### src/rtl/pdc_pkg.sv
// shared constants, types and helpers of the pixel draw command engine
`default_nettype none
package pdc_pkg;
  localparam int COORD_W = 12;
  localparam int LAYER_W = 4;
  localparam int ADDR_W = 12;
  localparam int PT_X_LSB = 16;
  localparam int PT_Y_LSB = 0;
  localparam logic [ADDR_W-1:0] ADDR_CMD = 12'h000;
  localparam logic [ADDR_W-1:0] ADDR_DRAW = 12'h004;
  localparam logic [ADDR_W-1:0] ADDR_RECT = 12'h008;
  localparam logic [ADDR_W-1:0] ADDR_FG = 12'h00C;
  localparam logic [ADDR_W-1:0] ADDR_BG = 12'h010;
  localparam logic [ADDR_W-1:0] ADDR_PIX = 12'h014;
  localparam logic [ADDR_W-1:0] ADDR_WMIN = 12'h018;
  localparam logic [ADDR_W-1:0] ADDR_WMAX = 12'h01C;
  localparam logic [ADDR_W-1:0] ADDR_DEPTH = 12'h020;
  localparam logic [ADDR_W-1:0] ADDR_STAT = 12'h024;
  localparam logic [7:0] CMD_RECT = 8'h04;
  localparam logic [7:0] CMD_TXT_PLAIN = 8'h05;
  localparam logic [7:0] CMD_TXT_PACKED = 8'h06;
  localparam logic [7:0] CMD_PUT_PIX = 8'h07;
  localparam logic [7:0] CMD_PUT_WORD = 8'h08;
  localparam logic [7:0] CMD_FILL_FIX = 8'h09;
  localparam logic [7:0] CMD_GET_PIX = 8'h0A;
  localparam logic [7:0] CMD_SWAP_PIX = 8'h0B;
  localparam int DRAW_ULAY_BIT = 0;
  localparam int DRAW_LAY_LSB = 1;
  localparam int BG_EN_BIT = 31;
  localparam int RLE_VAL_BIT = 31;
  localparam int RLE_CNT_W = 16;
  localparam int STAT_BUSY_BIT = 0;
  localparam int STAT_PEND_BIT = 1;
  localparam int STAT_CODE_LSB = 8;
  localparam logic [RLE_CNT_W-1:0] WORD_BITS = 16'h0020;
  localparam logic [5:0] ALIGN_TOP = 6'h20;
  localparam logic [31:0] RST_WORD = 32'h0000_0000;
  localparam logic [2:0] RST_DEPTH = 3'h3;
  typedef logic [COORD_W-1:0] pdc_coord_t;
  typedef enum {ST_IDLE, ST_ADDR, ST_DATA, ST_BITS, ST_WALK, ST_MEMW, ST_MEMR, ST_OUT} pdc_state_e;
  function automatic logic [5:0] depth_bits(input logic [2:0] c);
    case (c)
      3'h0: depth_bits = 6'h01;
      3'h1: depth_bits = 6'h02;
      3'h2: depth_bits = 6'h04;
      3'h3: depth_bits = 6'h08;
      3'h4: depth_bits = 6'h10;
      3'h5: depth_bits = 6'h18;
      default: depth_bits = 6'h08;
    endcase
  endfunction
endpackage
`default_nettype wire

### src/rtl/pdc_walk_if.sv
// raster walk control between the command engine and the walker
`default_nettype none
interface pdc_walk_if;
  logic start;
  logic step;
  pdc_pkg::pdc_coord_t xLo;
  pdc_pkg::pdc_coord_t yLo;
  pdc_pkg::pdc_coord_t xHi;
  pdc_pkg::pdc_coord_t yHi;
  pdc_pkg::pdc_coord_t x;
  pdc_pkg::pdc_coord_t y;
  logic last;
  modport ctrl(output start, step, xLo, yLo, xHi, yHi, input x, y, last);
  modport walk(input start, step, xLo, yLo, xHi, yHi, output x, y, last);
endinterface
`default_nettype wire

### src/rtl/pdc_engine.sv
// pixel draw command engine: apb registers, command sequencer, pixel datapath
//
// Added by the designer: the APB slave port and the register addresses.
`default_nettype none
// Functional notes
// - 04h fills rectangles until command replaced
// - rectangle pixels use rectangle colour
// - start point then end point per rectangle
// - layer flag set: command layer field used
// - layer flag clear: point layer used
// - settings latched only at command start
// - colours masked to active depth bits
// - 05h expands one bit per pixel window
// - text commands end after window filled
// - set bit foreground; clear bit background if enabled
// - 06h same with run-length coded enables
// - 07h address then colour, writes pixel
// - colour right-aligned in, left-aligned to memory
// - 08h address plus packed memory-format word
// - 09h writes fixed colour per address
// - 0Ah reads pixel, pushes right-aligned colour
// - 0Bh returns old pixel, writes new colour
// - writing command code byte starts command
// - 24-bit packed data spans word boundaries
module pdc_engine (
  input wire logic clk,
  input wire logic sys_rst,
  input wire logic [11:0] paddr,
  input wire logic psel,
  input wire logic penable,
  input wire logic pwrite,
  input wire logic [3:0] pstrb,
  input wire logic [31:0] pwdata,
  output logic [31:0] prdata,
  output logic pready,
  output logic pslverr,
  input wire logic [31:0] inWord,
  input wire logic inValid,
  output logic inReady,
  output logic [31:0] outWord,
  output logic outValid,
  input wire logic outReady,
  output logic memReq,
  output logic memWrite,
  output logic memPacked,
  output logic [3:0] memLayer,
  output logic [11:0] memX,
  output logic [11:0] memY,
  output logic [31:0] memWdata,
  input wire logic [31:0] memRdata,
  input wire logic memAck,
  output logic busy
);
  pdc_walk_if wk();

  pdc_walker walker (
    .clk(clk),
    .sys_rst(sys_rst),
    .wk(wk.walk)
  );

  function automatic logic [31:0] merge(input logic [31:0] old, input logic [31:0] nw, input logic [3:0] be);
    for (int i = 0; i < 4; i++)
      merge[8*i +: 8] = be[i] ? nw[8*i +: 8] : old[8*i +: 8];
  endfunction

  // software copies
  logic [31:0] regCmd;
  logic [4:0] regDraw;
  logic [31:0] regRect;
  logic [31:0] regFg;
  logic [31:0] regBg;
  logic [31:0] regPix;
  logic [31:0] regMin;
  logic [31:0] regMax;
  logic [2:0] regDepth;
  logic pend;
  logic [7:0] pendCode;

  // copies in force for the running command
  logic [7:0] code;
  logic [31:0] sRect;
  logic [31:0] sFg;
  logic [31:0] sBg;
  logic [31:0] sPix;
  logic sUlay;
  logic [3:0] sLay;
  logic [5:0] sBits;

  pdc_pkg::pdc_state_e st;
  pdc_pkg::pdc_coord_t ptX;
  pdc_pkg::pdc_coord_t ptY;
  logic [3:0] rectLayer;
  logic [31:0] newCol;
  logic [31:0] bitSh;
  logic [pdc_pkg::RLE_CNT_W-1:0] bitCnt;
  logic runVal;

  // apb decode
  wire logic apbWr = psel && penable && pwrite;
  wire logic hitCmd = paddr == pdc_pkg::ADDR_CMD;
  wire logic hitDraw = paddr == pdc_pkg::ADDR_DRAW;
  wire logic hitRect = paddr == pdc_pkg::ADDR_RECT;
  wire logic hitFg = paddr == pdc_pkg::ADDR_FG;
  wire logic hitBg = paddr == pdc_pkg::ADDR_BG;
  wire logic hitPix = paddr == pdc_pkg::ADDR_PIX;
  wire logic hitWmin = paddr == pdc_pkg::ADDR_WMIN;
  wire logic hitWmax = paddr == pdc_pkg::ADDR_WMAX;
  wire logic hitDepth = paddr == pdc_pkg::ADDR_DEPTH;
  wire logic hitStat = paddr == pdc_pkg::ADDR_STAT;
  wire logic mapped = hitCmd || hitDraw || hitRect || hitFg || hitBg || hitPix || hitWmin || hitWmax
    || hitDepth || hitStat;
  wire logic cmdWr = apbWr && hitCmd && pstrb[0];
  wire logic [31:0] drawWord = merge({27'h0, regDraw}, pwdata, pstrb);
  wire logic [31:0] depthWord = merge({29'h0, regDepth}, pwdata, pstrb);

  wire logic [31:0] statWord = {16'h0, code, 6'h0, pend, busy};
  wire logic [31:0] rdMux =
    hitCmd ? regCmd :
    hitDraw ? {27'h0, regDraw} :
    hitRect ? regRect :
    hitFg ? regFg :
    hitBg ? regBg :
    hitPix ? regPix :
    hitWmin ? regMin :
    hitWmax ? regMax :
    hitDepth ? {29'h0, regDepth} :
    hitStat ? statWord : 32'h0000_0000;

  assign pready = 1'b1;
  assign pslverr = psel && penable && !mapped;

  // command decode
  wire logic pendTxt = pendCode == pdc_pkg::CMD_TXT_PLAIN || pendCode == pdc_pkg::CMD_TXT_PACKED;
  wire logic pendKnown = pendCode >= pdc_pkg::CMD_RECT && pendCode <= pdc_pkg::CMD_SWAP_PIX;
  wire logic takeable = st == pdc_pkg::ST_IDLE || st == pdc_pkg::ST_ADDR || st == pdc_pkg::ST_BITS;
  wire logic takeNow = pend && takeable;
  wire logic isRect = code == pdc_pkg::CMD_RECT;
  wire logic isPacked = code == pdc_pkg::CMD_TXT_PACKED;
  wire logic isText = code == pdc_pkg::CMD_TXT_PLAIN || isPacked;
  wire logic isWord = code == pdc_pkg::CMD_PUT_WORD;
  wire logic isFill = code == pdc_pkg::CMD_FILL_FIX;
  wire logic isGet = code == pdc_pkg::CMD_GET_PIX;
  wire logic isSwap = code == pdc_pkg::CMD_SWAP_PIX;

  // input words
  wire logic fetchState = st == pdc_pkg::ST_ADDR || st == pdc_pkg::ST_DATA || st == pdc_pkg::ST_BITS;
  assign inReady = fetchState && !takeNow;
  wire logic inTake = inValid && inReady;
  wire logic [3:0] wLayer = {inWord[31:30], inWord[15:14]};
  wire pdc_pkg::pdc_coord_t wX = inWord[pdc_pkg::PT_X_LSB +: pdc_pkg::COORD_W];
  wire pdc_pkg::pdc_coord_t wY = inWord[pdc_pkg::PT_Y_LSB +: pdc_pkg::COORD_W];
  wire pdc_pkg::pdc_coord_t minX = regMin[pdc_pkg::PT_X_LSB +: pdc_pkg::COORD_W];
  wire pdc_pkg::pdc_coord_t minY = regMin[pdc_pkg::PT_Y_LSB +: pdc_pkg::COORD_W];
  wire pdc_pkg::pdc_coord_t maxX = regMax[pdc_pkg::PT_X_LSB +: pdc_pkg::COORD_W];
  wire pdc_pkg::pdc_coord_t maxY = regMax[pdc_pkg::PT_Y_LSB +: pdc_pkg::COORD_W];

  // colour alignment, depth taken from the command's copy
  wire logic [31:0] colMask = (32'h0000_0001 << sBits) - 32'h0000_0001;
  wire logic [5:0] alignSh = pdc_pkg::ALIGN_TOP - sBits;
  wire logic [31:0] inAligned = (inWord & colMask) << alignSh;
  wire logic [31:0] pixAligned = (sPix & colMask) << alignSh;
  wire logic [31:0] rdAligned = (memRdata >> alignSh) & colMask;

  // raster drawing
  wire logic haveBit = bitCnt != '0;
  wire logic curBit = isPacked ? runVal : bitSh[31];
  wire logic wantWr = isRect || curBit || sBg[pdc_pkg::BG_EN_BIT];
  wire logic [31:0] drawCol = isRect ? sRect : (curBit ? sFg : sBg);
  wire logic [31:0] drawAligned = (drawCol & colMask) << alignSh;
  wire logic inWalk = st == pdc_pkg::ST_WALK;
  wire logic walkIssue = inWalk && (isRect || haveBit) && wantWr;
  wire logic walkSkip = inWalk && isText && haveBit && !wantWr;
  wire logic walkAck = st == pdc_pkg::ST_MEMW && memAck && (isRect || isText);
  wire logic adv = walkSkip || walkAck;
  wire logic outDone = outValid && outReady;
  wire logic rectStart = st == pdc_pkg::ST_DATA && inTake && isRect;
  wire logic txtStart = takeNow && pendTxt;

  // corners may come in any order
  assign wk.start = rectStart || txtStart;
  assign wk.step = adv && !wk.last;
  assign wk.xLo = rectStart ? (ptX < wX ? ptX : wX) : minX;
  assign wk.xHi = rectStart ? (ptX < wX ? wX : ptX) : maxX;
  assign wk.yLo = rectStart ? (ptY < wY ? ptY : wY) : minY;
  assign wk.yHi = rectStart ? (ptY < wY ? wY : ptY) : maxY;

  assign busy = st != pdc_pkg::ST_IDLE;

  always_ff @(posedge clk or posedge sys_rst)
  begin
    if (sys_rst)
    begin
      regCmd <= pdc_pkg::RST_WORD;
      regDraw <= '0;
      regRect <= pdc_pkg::RST_WORD;
      regFg <= pdc_pkg::RST_WORD;
      regBg <= pdc_pkg::RST_WORD;
      regPix <= pdc_pkg::RST_WORD;
      regMin <= pdc_pkg::RST_WORD;
      regMax <= pdc_pkg::RST_WORD;
      regDepth <= pdc_pkg::RST_DEPTH;
      prdata <= pdc_pkg::RST_WORD;
    end
    else
    begin
      if (apbWr && hitCmd)
        regCmd <= merge(regCmd, pwdata, pstrb);
      if (apbWr && hitDraw)
        regDraw <= drawWord[4:0];
      if (apbWr && hitRect)
        regRect <= merge(regRect, pwdata, pstrb);
      if (apbWr && hitFg)
        regFg <= merge(regFg, pwdata, pstrb);
      if (apbWr && hitBg)
        regBg <= merge(regBg, pwdata, pstrb);
      if (apbWr && hitPix)
        regPix <= merge(regPix, pwdata, pstrb);
      if (apbWr && hitWmin)
        regMin <= merge(regMin, pwdata, pstrb);
      if (apbWr && hitWmax)
        regMax <= merge(regMax, pwdata, pstrb);
      if (apbWr && hitDepth)
        regDepth <= depthWord[2:0];
      // read data captured in the setup cycle, zero wait states
      if (psel && !penable)
        prdata <= rdMux;
    end
  end

  // a new code written in the cycle it is taken stays pending
  always_ff @(posedge clk or posedge sys_rst)
  begin
    if (sys_rst)
    begin
      pend <= 1'b0;
      pendCode <= '0;
    end
    else
    begin
      pend <= cmdWr || (pend && !takeNow);
      if (cmdWr)
        pendCode <= pwdata[7:0];
    end
  end

  always_ff @(posedge clk or posedge sys_rst)
  begin
    if (sys_rst)
    begin
      st <= pdc_pkg::ST_IDLE;
      code <= '0;
      sRect <= '0;
      sFg <= '0;
      sBg <= '0;
      sPix <= '0;
      sUlay <= 1'b0;
      sLay <= '0;
      sBits <= '0;
      ptX <= '0;
      ptY <= '0;
      rectLayer <= '0;
      newCol <= '0;
      bitSh <= '0;
      bitCnt <= '0;
      runVal <= 1'b0;
      outWord <= '0;
      outValid <= 1'b0;
      memReq <= 1'b0;
      memWrite <= 1'b0;
      memPacked <= 1'b0;
      memLayer <= '0;
      memX <= '0;
      memY <= '0;
      memWdata <= '0;
    end
    else
    begin
      if (memAck)
        memReq <= 1'b0;
      if (outDone)
        outValid <= 1'b0;
      if (adv && isText)
      begin
        bitCnt <= bitCnt - 1'b1;
        bitSh <= {bitSh[30:0], 1'b0};
      end
      if (takeNow)
      begin
        // takeable states never have a memory access or result open
        code <= pendCode;
        sRect <= regRect;
        sFg <= regFg;
        sBg <= regBg;
        sPix <= regPix;
        sUlay <= regDraw[pdc_pkg::DRAW_ULAY_BIT];
        sLay <= regDraw[pdc_pkg::DRAW_LAY_LSB +: pdc_pkg::LAYER_W];
        sBits <= pdc_pkg::depth_bits(regDepth);
        bitCnt <= '0;
        st <= !pendKnown ? pdc_pkg::ST_IDLE : (pendTxt ? pdc_pkg::ST_BITS : pdc_pkg::ST_ADDR);
      end
      else
        case (st)
          pdc_pkg::ST_ADDR:
            if (inTake)
            begin
              memLayer <= wLayer;
              memX <= wX;
              memY <= wY;
              ptX <= wX;
              ptY <= wY;
              memPacked <= 1'b0;
              if (isFill)
              begin
                memWdata <= pixAligned;
                memWrite <= 1'b1;
                memReq <= 1'b1;
                st <= pdc_pkg::ST_MEMW;
              end
              else if (isGet)
              begin
                memWrite <= 1'b0;
                memReq <= 1'b1;
                st <= pdc_pkg::ST_MEMR;
              end
              else
                st <= pdc_pkg::ST_DATA;
            end
          pdc_pkg::ST_DATA:
            if (inTake)
            begin
              if (isRect)
              begin
                rectLayer <= sUlay ? sLay : wLayer;
                st <= pdc_pkg::ST_WALK;
              end
              else if (isSwap)
              begin
                newCol <= inAligned;
                memWrite <= 1'b0;
                memReq <= 1'b1;
                st <= pdc_pkg::ST_MEMR;
              end
              else
              begin
                // packed words go out untouched, memory unpacks and wraps 24-bit pixels
                memWdata <= isWord ? inWord : inAligned;
                memPacked <= isWord;
                memWrite <= 1'b1;
                memReq <= 1'b1;
                st <= pdc_pkg::ST_MEMW;
              end
            end
          pdc_pkg::ST_BITS:
            if (inTake)
            begin
              bitSh <= inWord;
              runVal <= inWord[pdc_pkg::RLE_VAL_BIT];
              bitCnt <= isPacked ? inWord[pdc_pkg::RLE_CNT_W-1:0] : pdc_pkg::WORD_BITS;
              st <= pdc_pkg::ST_WALK;
            end
          pdc_pkg::ST_WALK:
            if (walkIssue)
            begin
              memLayer <= isRect ? rectLayer : sLay;
              memX <= wk.x;
              memY <= wk.y;
              memWdata <= drawAligned;
              memPacked <= 1'b0;
              memWrite <= 1'b1;
              memReq <= 1'b1;
              st <= pdc_pkg::ST_MEMW;
            end
            else if (walkSkip && wk.last)
              st <= pdc_pkg::ST_IDLE;
            else if (isText && !haveBit)
              st <= pdc_pkg::ST_BITS;
          pdc_pkg::ST_MEMW:
            if (memAck)
            begin
              if (!walkAck)
                st <= pdc_pkg::ST_ADDR;
              else if (!wk.last)
                st <= pdc_pkg::ST_WALK;
              else
                st <= isRect ? pdc_pkg::ST_ADDR : pdc_pkg::ST_IDLE;
            end
          pdc_pkg::ST_MEMR:
            if (memAck)
            begin
              outWord <= rdAligned;
              outValid <= 1'b1;
              st <= pdc_pkg::ST_OUT;
            end
          pdc_pkg::ST_OUT:
            // result held until the output side takes it
            if (outDone)
            begin
              if (isSwap)
              begin
                memWdata <= newCol;
                memWrite <= 1'b1;
                memReq <= 1'b1;
                st <= pdc_pkg::ST_MEMW;
              end
              else
                st <= pdc_pkg::ST_ADDR;
            end
          default:
            st <= pdc_pkg::ST_IDLE;
        endcase
    end
  end
endmodule
`default_nettype wire

### src/rtl/pdc_walker.sv
// row-by-row walker over a rectangular pixel area
`default_nettype none
module pdc_walker (
  input wire logic clk,
  input wire logic sys_rst,
  pdc_walk_if.walk wk
);
  pdc_pkg::pdc_coord_t xFirst;
  pdc_pkg::pdc_coord_t xLast;
  pdc_pkg::pdc_coord_t yLast;
  pdc_pkg::pdc_coord_t curX;
  pdc_pkg::pdc_coord_t curY;
  wire logic rowEnd = curX == xLast;

  assign wk.x = curX;
  assign wk.y = curY;
  assign wk.last = rowEnd && (curY == yLast);

  // bounds are latched at start so the engine may change its muxes freely
  always_ff @(posedge clk or posedge sys_rst)
  begin
    if (sys_rst)
    begin
      xFirst <= '0;
      xLast <= '0;
      yLast <= '0;
      curX <= '0;
      curY <= '0;
    end
    else if (wk.start)
    begin
      xFirst <= wk.xLo;
      xLast <= wk.xHi;
      yLast <= wk.yHi;
      curX <= wk.xLo;
      curY <= wk.yLo;
    end
    else if (wk.step)
    begin
      if (rowEnd)
      begin
        curX <= xFirst;
        curY <= curY + 1'b1;
      end
      else
        curX <= curX + 1'b1;
    end
  end
endmodule
`default_nettype wire

### config.mk
export PLATFORM = sky130hd
export DESIGN_NAME = pdc_engine
export DESIGN_NICKNAME = d
export VERILOG_FILES = /design/src/rtl/pdc_pkg.sv /design/src/rtl/pdc_walk_if.sv /design/src/rtl/pdc_engine.sv /design/src/rtl/pdc_walker.sv
export SDC_FILE = /design/constraint.sdc
export NUM_CORES = 2
export LEC_CHECK = 0
export BUFFER_PORTS_ARGS = -buffer_cell sky130_fd_sc_hd__buf_4
export CAP_MARGIN = 15
export CORE_ASPECT_RATIO = 0.7
export CORE_MARGIN = 2
export CORE_UTILIZATION = 42
export CTS_BUF_LIST = sky130_fd_sc_hd__clkbuf_4 sky130_fd_sc_hd__clkbuf_8
export DETAILED_ROUTE_END_ITERATION = 10
export GPL_TIMING_DRIVEN = 0
export PLACE_DENSITY = 0.64
export SLEW_MARGIN = 0
export SYNTH_ARGS = -nofsm -noshare
export SYNTH_HDL_FRONTEND = slang
export SYNTH_SLANG_ARGS = --single-unit
export TNS_END_PERCENT = 20
### constraint.sdc
create_clock -name clk -period 28.5 [get_ports clk]
set_clock_uncertainty 0.05 [all_clocks]
set_input_delay 1.425 -clock clk [delete_from_list [all_inputs] [get_ports clk]]
set_output_delay 1.425 -clock clk [all_outputs]
set_load 0.1 [all_outputs]
## Word-level counts from Yosys, hierarchy flattened

Index checks and enable logic that the tools add are counted.

- Register bits after elaboration: 717
- Input port bits: 120
- Output and inout port bits: 132
- Word-level logic and storage cells: 359

- $add $sub $neg: 5
- $lt $le $gt $ge: 4
- Equality and inequality tests: 52
- Shift operators: 5
- Mux-type cells: 110
- Bitwise gates (word level): 6
- Reductions and logical operators: 114

Operator list:

| operator | count |
|---|---|
| $mux 32 | 33 |
| $pmux 32 s7 | 1 |
| $mux 12 | 18 |
| $eq 32x3->1 const B | 6 |
| $and 32x32->32 | 4 |
| $pmux 32 s4 | 1 |
| $mux 16 | 7 |
| $eq 32x2->1 const B | 3 |
| $shl 32x6->32 | 3 |
| $eq 32x4->1 const B | 2 |
| $reduce_and 2->1 | 31 |
| $eq 12x5->1 const B | 4 |
| $pmux 12 s2 | 2 |
| $eq 8x3->1 const B | 5 |
| $logic_and 1x1->1 | 35 |
| $eq 32x1->1 const B | 1 |
| $eq 8x4->1 const B | 4 |
| $logic_not 32->1 | 1 |
| $reduce_bool 32->1 | 1 |
| $shl 1x6->32 const A | 1 |
| $shr 32x6->32 | 1 |
| $sub 32x1->32 const B | 1 |
| $mux 1 | 30 |
| $pmux 5 s5 | 1 |
| 37 further kinds | 100 |

## Logic depth before layout (Yosys ltp)

- Word-level depth: 12
- Depth in mapped cells: 24
- Mapped depth without buffers: 15

## Modules after synthesis

From an unflattened synthesis, not the netlist that was laid out.

- Cell total of the unflattened synthesis: 4,382
- Area total of the unflattened synthesis: 39,794.4 µm²

Modules (own cells, without submodules):

| module | times used | cells an instance | area each (µm²) |
|---|---|---|---|
| pdc_engine | 1 | 4,076 | 36,575.1 |
| pdc_walker | 1 | 306 | 3,219.3 |

## Worst setup path after synthesis

No wires, ideal clock.

- Kind: register -> register
- Start: reg sBits[0]
- End: reg memWdata[6]
- Library setup time: 137 ps
- Arrival: 6,122 ps
- Data required time: 28,313 ps
- Setup slack: 22,192 ps
- Stages on the path, launching flop included: 24
- Period minus slack after synthesis: 6,308 ps
- Path through: dfrtp_1 > clkbuf_1 > inv_1 > buf_2 > clkbuf_1 > clkbuf_1 > clkbuf_1 > clkbuf_1 > ha_1 > ha_1 > buf_1 > buf_2 > or3b_2 > clkbuf_1 > ha_1 > clkbuf_1 > xor2_1 > a311oi_1 > nor4_1 > o32ai_1 > o221ai_1 > a22o_1 > a222oi_1 > a21oi_1

- Longest elaborated chain between the ends: 9
- Elaborated cells on any way between the ends: 17

Ends and longest elaborated chain:

| what | line | text |
|---|---|---|
| from (decl) | pdc_engine.sv:88 | `logic [5:0] sBits;` |
| from (signal assigned) | pdc_engine.sv:298 | `sBits <= pdc_pkg::depth_bits(regDepth);` |
| $shl 1x6->32 | pdc_engine.sv:159 | `wire logic [31:0] colMask = (32'h0000_0001 << sBits) - 32'h0000_0001;` |
| $sub 32x1->32 | pdc_engine.sv:159 |  |
| $and 32x32->32 | pdc_engine.sv:161 | `wire logic [31:0] inAligned = (inWord & colMask) << alignSh;` |
| $shl 32x6->32 | pdc_engine.sv:161 |  |
| $mux 32 | pdc_engine.sv:347 | `memWdata <= isWord ? inWord : inAligned;` |
| $mux 32 | pdc_engine.sv:337 | `else if (isSwap)` |
| $mux 32 | pdc_engine.sv:332 | `if (isRect)` |
| $mux 32 | pdc_engine.sv:330 | `if (inTake)` |
| $pmux 32 s4 (*) | pdc_engine.sv:303 | `case (st)` |
| to (signal assigned) | pdc_engine.sv:315 | `memWdata <= pixAligned;` |
| to (signal assigned) | pdc_engine.sv:347 |  |
| to (signal assigned) | pdc_engine.sv:368 | `memWdata <= drawAligned;` |
| to (decl) | pdc_engine.sv:49 | `output logic [31:0] memWdata,` |

Mark *: on every way between the ends. The rest lies on a longest branch, timed or not. The select of a mux whose other input is x is not followed.
A chain may end at the register's enable or synchronous reset.

## Final worst setup path

Ends and elaborated chain as after synthesis.

==> run summary <==
The run finished with clean final reports. The number of buffers inserted for hold repair after clock tree synthesis is 0. The setup slack of the critical path after layout came out at 17.22 ns. In the final layout, the share of cells above drive strength 1 is 0.177. The detailed-route DRC error count is 0.

Setup repair after global routing left no endpoint under its margin. The number of buffers and inverters on the critical path is 13. The clock transition at the registers of the reported paths is 0.06 ns. The transition time at the pin with the least slew margin is 1.35 ns. The initial antenna violation count is 13. The critical path required time came out at 29.17 ns. The buffer depth of the longest clock path came out at 3. Of all nets on the critical path, the largest fanout is 11. The count of final hold-check violations is 0. The routed design could run at a clock period as short as 11.28 ns.

For this run, the slowest stage of the critical path takes 1.04 ns. The post-CTS setup repair buffer count came out at 0. For this run, global-route usage on met2 was measured as 0.548. After the first detailed-routing iteration, the DRC count stood at 6485. The clock latency at the later pin of the worst-skew pair is 0.89 ns. The post-synthesis xor/xnor area fraction is 0.0141. Before CTS, the worst setup slack after placement is 17.50 ns. Among all cell types in the netlist, the one instantiated most often is nand2_1. dfrtp_1 takes more of the synthesized area than any other cell.

After floorplanning, the core was sized to cover 0.0939 mm^2. The via count of the first global-routing pass is 38300. Gates resized during post-CTS repair numbered 0. The sink count of the clock tree came out at 679. The total number of vias is 40900. After synthesis the cells add up to 0.0398 mm^2.

Synthesis produced a netlist whose cell count is 4394. Clock tree synthesis selected as its root buffer the cell clkbuf_8. The critical path is of the reg -> reg type.

The share of synthesized area in the top cell type comes to 0.426. The height of the die is 261 um. The routed wire length is 213000 um.

Of the total power, the clock network draws 0.233. For this configuration, the core starts out at a cell density of 0.424. The total overflow reported by the global router came out at 0. The simple logic cell fraction of the synthesized area is 0.187. The post-synthesis sequential area ratio came out at 0.427. The detail route stage leaves a number of antenna-violating nets equal to 0. TritonCTS built the clock tree. The synthesized netlist contains 106 unique library cells. The global placement routability congestion is 1.09.

The post-detailed-route via-to-cell ratio came out at 6.69. The fraction of power consumed by sequential logic came out at 0.274. The finished layout holds 6110 standard cells, fillers aside. The post-synth net total came out at 4546. In this run the worst hold path is classified as reg -> reg. The HPWL after detailed placement came out at 166000 um. For this run, global-route usage on met3 was measured as 0.241. The first global-routing pass estimated 295000 um of wire. The number of max-capacitance violations reported came out at 0.

The total clock buffers created by CTS is 108. The kind of cell with the highest combined delay on the critical path is buffers and inverters. The adder-cell share of the synthesized area came out at 0.0101. The number of synthesized register bits is 679. The met1 global-route usage came out at 0.598. The worst pin sits at a relative slew slack of 0.0983. The smallest hold slack came out at 0.423 ns.

The setup-violating endpoint count in the final report came out at 0. The H-tree depth is 3. The combined global-route utilization of all metal layers came out at 0.430. The most congested layer reported by global routing is met1. In the finished design, the share of the clock period the worst path needs comes to 0.396. The cell internal power dissipation came out at 2.04 mW. The proportion of total power due to net switching came out at 0.506. In the post-synthesis netlist, the biggest area contributors are dfrtp_1 43%, nand2_1 8.7%, mux2_2 7.4%, mux2i_1 3.3%, o21ai_0 3.0%. The complex-gate fraction of the synthesized area came to 0.197. The combinational cell fraction of total power is 0.494. Buffers placed on the I/O ports in this run total 238. The net count reported at finish came out at 4918. The pin count of the biggest net entering global routing is 118. Based on the critical path, the design can be clocked at up to 88.6 MHz. The average wire per standard cell is 34.8 um. The mean area per synthesized cell is 9.05 um^2.

For this run, asynchronously set or reset flops after synthesis account for 1.00. The number of cells after detailed placement is 5896. 252 I/O pins were placed. The cell type of the slowest stage on the worst timing path is o32ai_2. During synthesis, Yosys emitted a total of 0 warnings. The number of iterations in the first detailed-routing pass came out at 9. The leakage power of the design came out at 20.6 nW. The net switching power figure came out at 2.09 mW.

The number of enable flip-flop cells after synthesis is 0. The peak supply drop is 75.2 uV. STA classifies the critical path startpoint as a register. The overall die area is 0.0972 mm^2. The arrival time of data at the critical path endpoint came out at 11.95 ns. Among the stages of the critical path, the cell type that occurs most often is clkbuf_1.

The completed layout was analyzed and its total power is 4.14 mW. The share of synthesized area spent on multiplexers is 0.127. The area growth from synthesis to layout is 15.6%.

The floorplan has 94 rows. The worst setup path is captured at a register. The horizontal die dimension is 372 um. By area, the combinational part of the netlist is dominated by compound AO/OA/AOI/OAI gates. The commonest cells after synthesis are 926 x nand2_1, 677 x dfrtp_1, 311 x nor2_1, 261 x mux2_2, 252 x clkbuf_1. The power density over the cells is 90.0 mW/mm^2.

Among all flip-flop cells after synthesis, the most frequent one is dfrtp_1. The number of max-slew violations in the final report was 0. The utilization of the core after routing is 0.490.
==> per-stage QoR <==
stage	area [um^2]	setup TNS, ns
after floorplan	39800	0
after global placement	43100	-0.781
after detailed placement	43400	0
after CTS	45900	0
after global routing	45900	0
final	46000	0
==> cell usage in the layout (no fill, tap or decap), types with 77 or more instances in the layout <==
master    Yosys  final
nor3_1       84     83
nor2_1      311    311
dfrtp_1     677    677
a21oi_1     144    143
mux2_2      261    261
o21ai_0     240    239
nand2_1     926    926
a31oi_1     126    126
clkbuf_1    252    252
buf_4         4    250
clkbuf_8      0    137
a211oi_1     78     77
nand3_1      91     91
mux2i_1     131    130
==> tightest hold or removal path: cells and delay by family, from the launching register on <==
family           cells  cell delay [ns]
flip-flops           1             0.34
AND/OR/NAND/NOR      2             0.11
==> path summary, 6_finish.rpt <==
kind | startpoint | end | slack, ns | depth (start not counted)
worst min register to register | sRect[19]$_DFFE_PP0P_ | sRect[19]$_DFFE_PP0P_ | 0.42 | 2
max in group asynchronous | sys_rst | memWdata[7]$_DFFE_PP0P_ | 25.77 | 5
worst max-delay path | sBits[0]$_DFFE_PP0P_ | memWdata[6]$_DFFE_PP0P_ | 17.22 | 25
worst max register to register | sBits[0]$_DFFE_PP0P_ | memWdata[6]$_DFFE_PP0P_ | 17.22 | 25
min in group asynchronous | sys_rst | regCmd[8]$_DFFE_PP0P_ | 0.55 | 2
worst min-delay path | sRect[19]$_DFFE_PP0P_ | sRect[19]$_DFFE_PP0P_ | 0.42 | 2
==> state kept, by name (all words and copies together), names as in the netlist, 16 cells and up <==
register  count
memWdata     32
regPix       32
regMin       32
sRect        32
regBg        32
bitCnt       16
regCmd       32
regRect      32
newCol       32
bitSh        32
regMax       32
outWord      32
sPix         32
prdata       32
sBg          32
sFg          32
regFg        32
==> cell type report <==
cell class              count  area [um^2]
plain buffers             328         1310
inverters                  51          199
flip-flops and latches    679        17000
well taps                1248         1560
clock buffers             171         2140
clock inverters            25          290
repair buffers            262         2130
diodes                     10         25.0
multi-input cells        3336        21300
fillers                  9177        47900
==> power by group through the flow <==
| stage | combinational (mW) | sequential, mW | clock (mW) |
|---|---|---|---|
| finish | 2.04 | 1.13 | 0.962 |
| global route | 2.05 | 1.14 | 1.01 |
| global placement | 1.90 | 1.15 | 0 |
| CTS | 1.91 | 1.13 | 0.964 |
| floorplan | 0.810 | 1.45 | 0 |
| detailed placement | 1.91 | 1.14 | 0 |
==> layer usage <==
layer	up-vias	wire, um
li1	16800	-
met1	20700	89000
met2	2869	79500
met3	489	35700
met4	8	8300
met5	-	211
==> logic make-up (layout without fill, tap and decap cells) <==
| logic type | Yosys count | in the layout |
|---|---|---|
| and+or+nand+nor | 1685 | 1685 |
| AOI/OAI and AO/OA | 1127 | 1127 |
| DFF | 679 | 679 |
| muxes | 427 | 427 |
| buffers and inverters | 379 | 837 |
| xor gates and xnor gates | 64 | 64 |
| adders and majority gates | 32 | 32 |
| other | 1 | 11 |
Note: power is estimated with default switching activity, not from simulation.
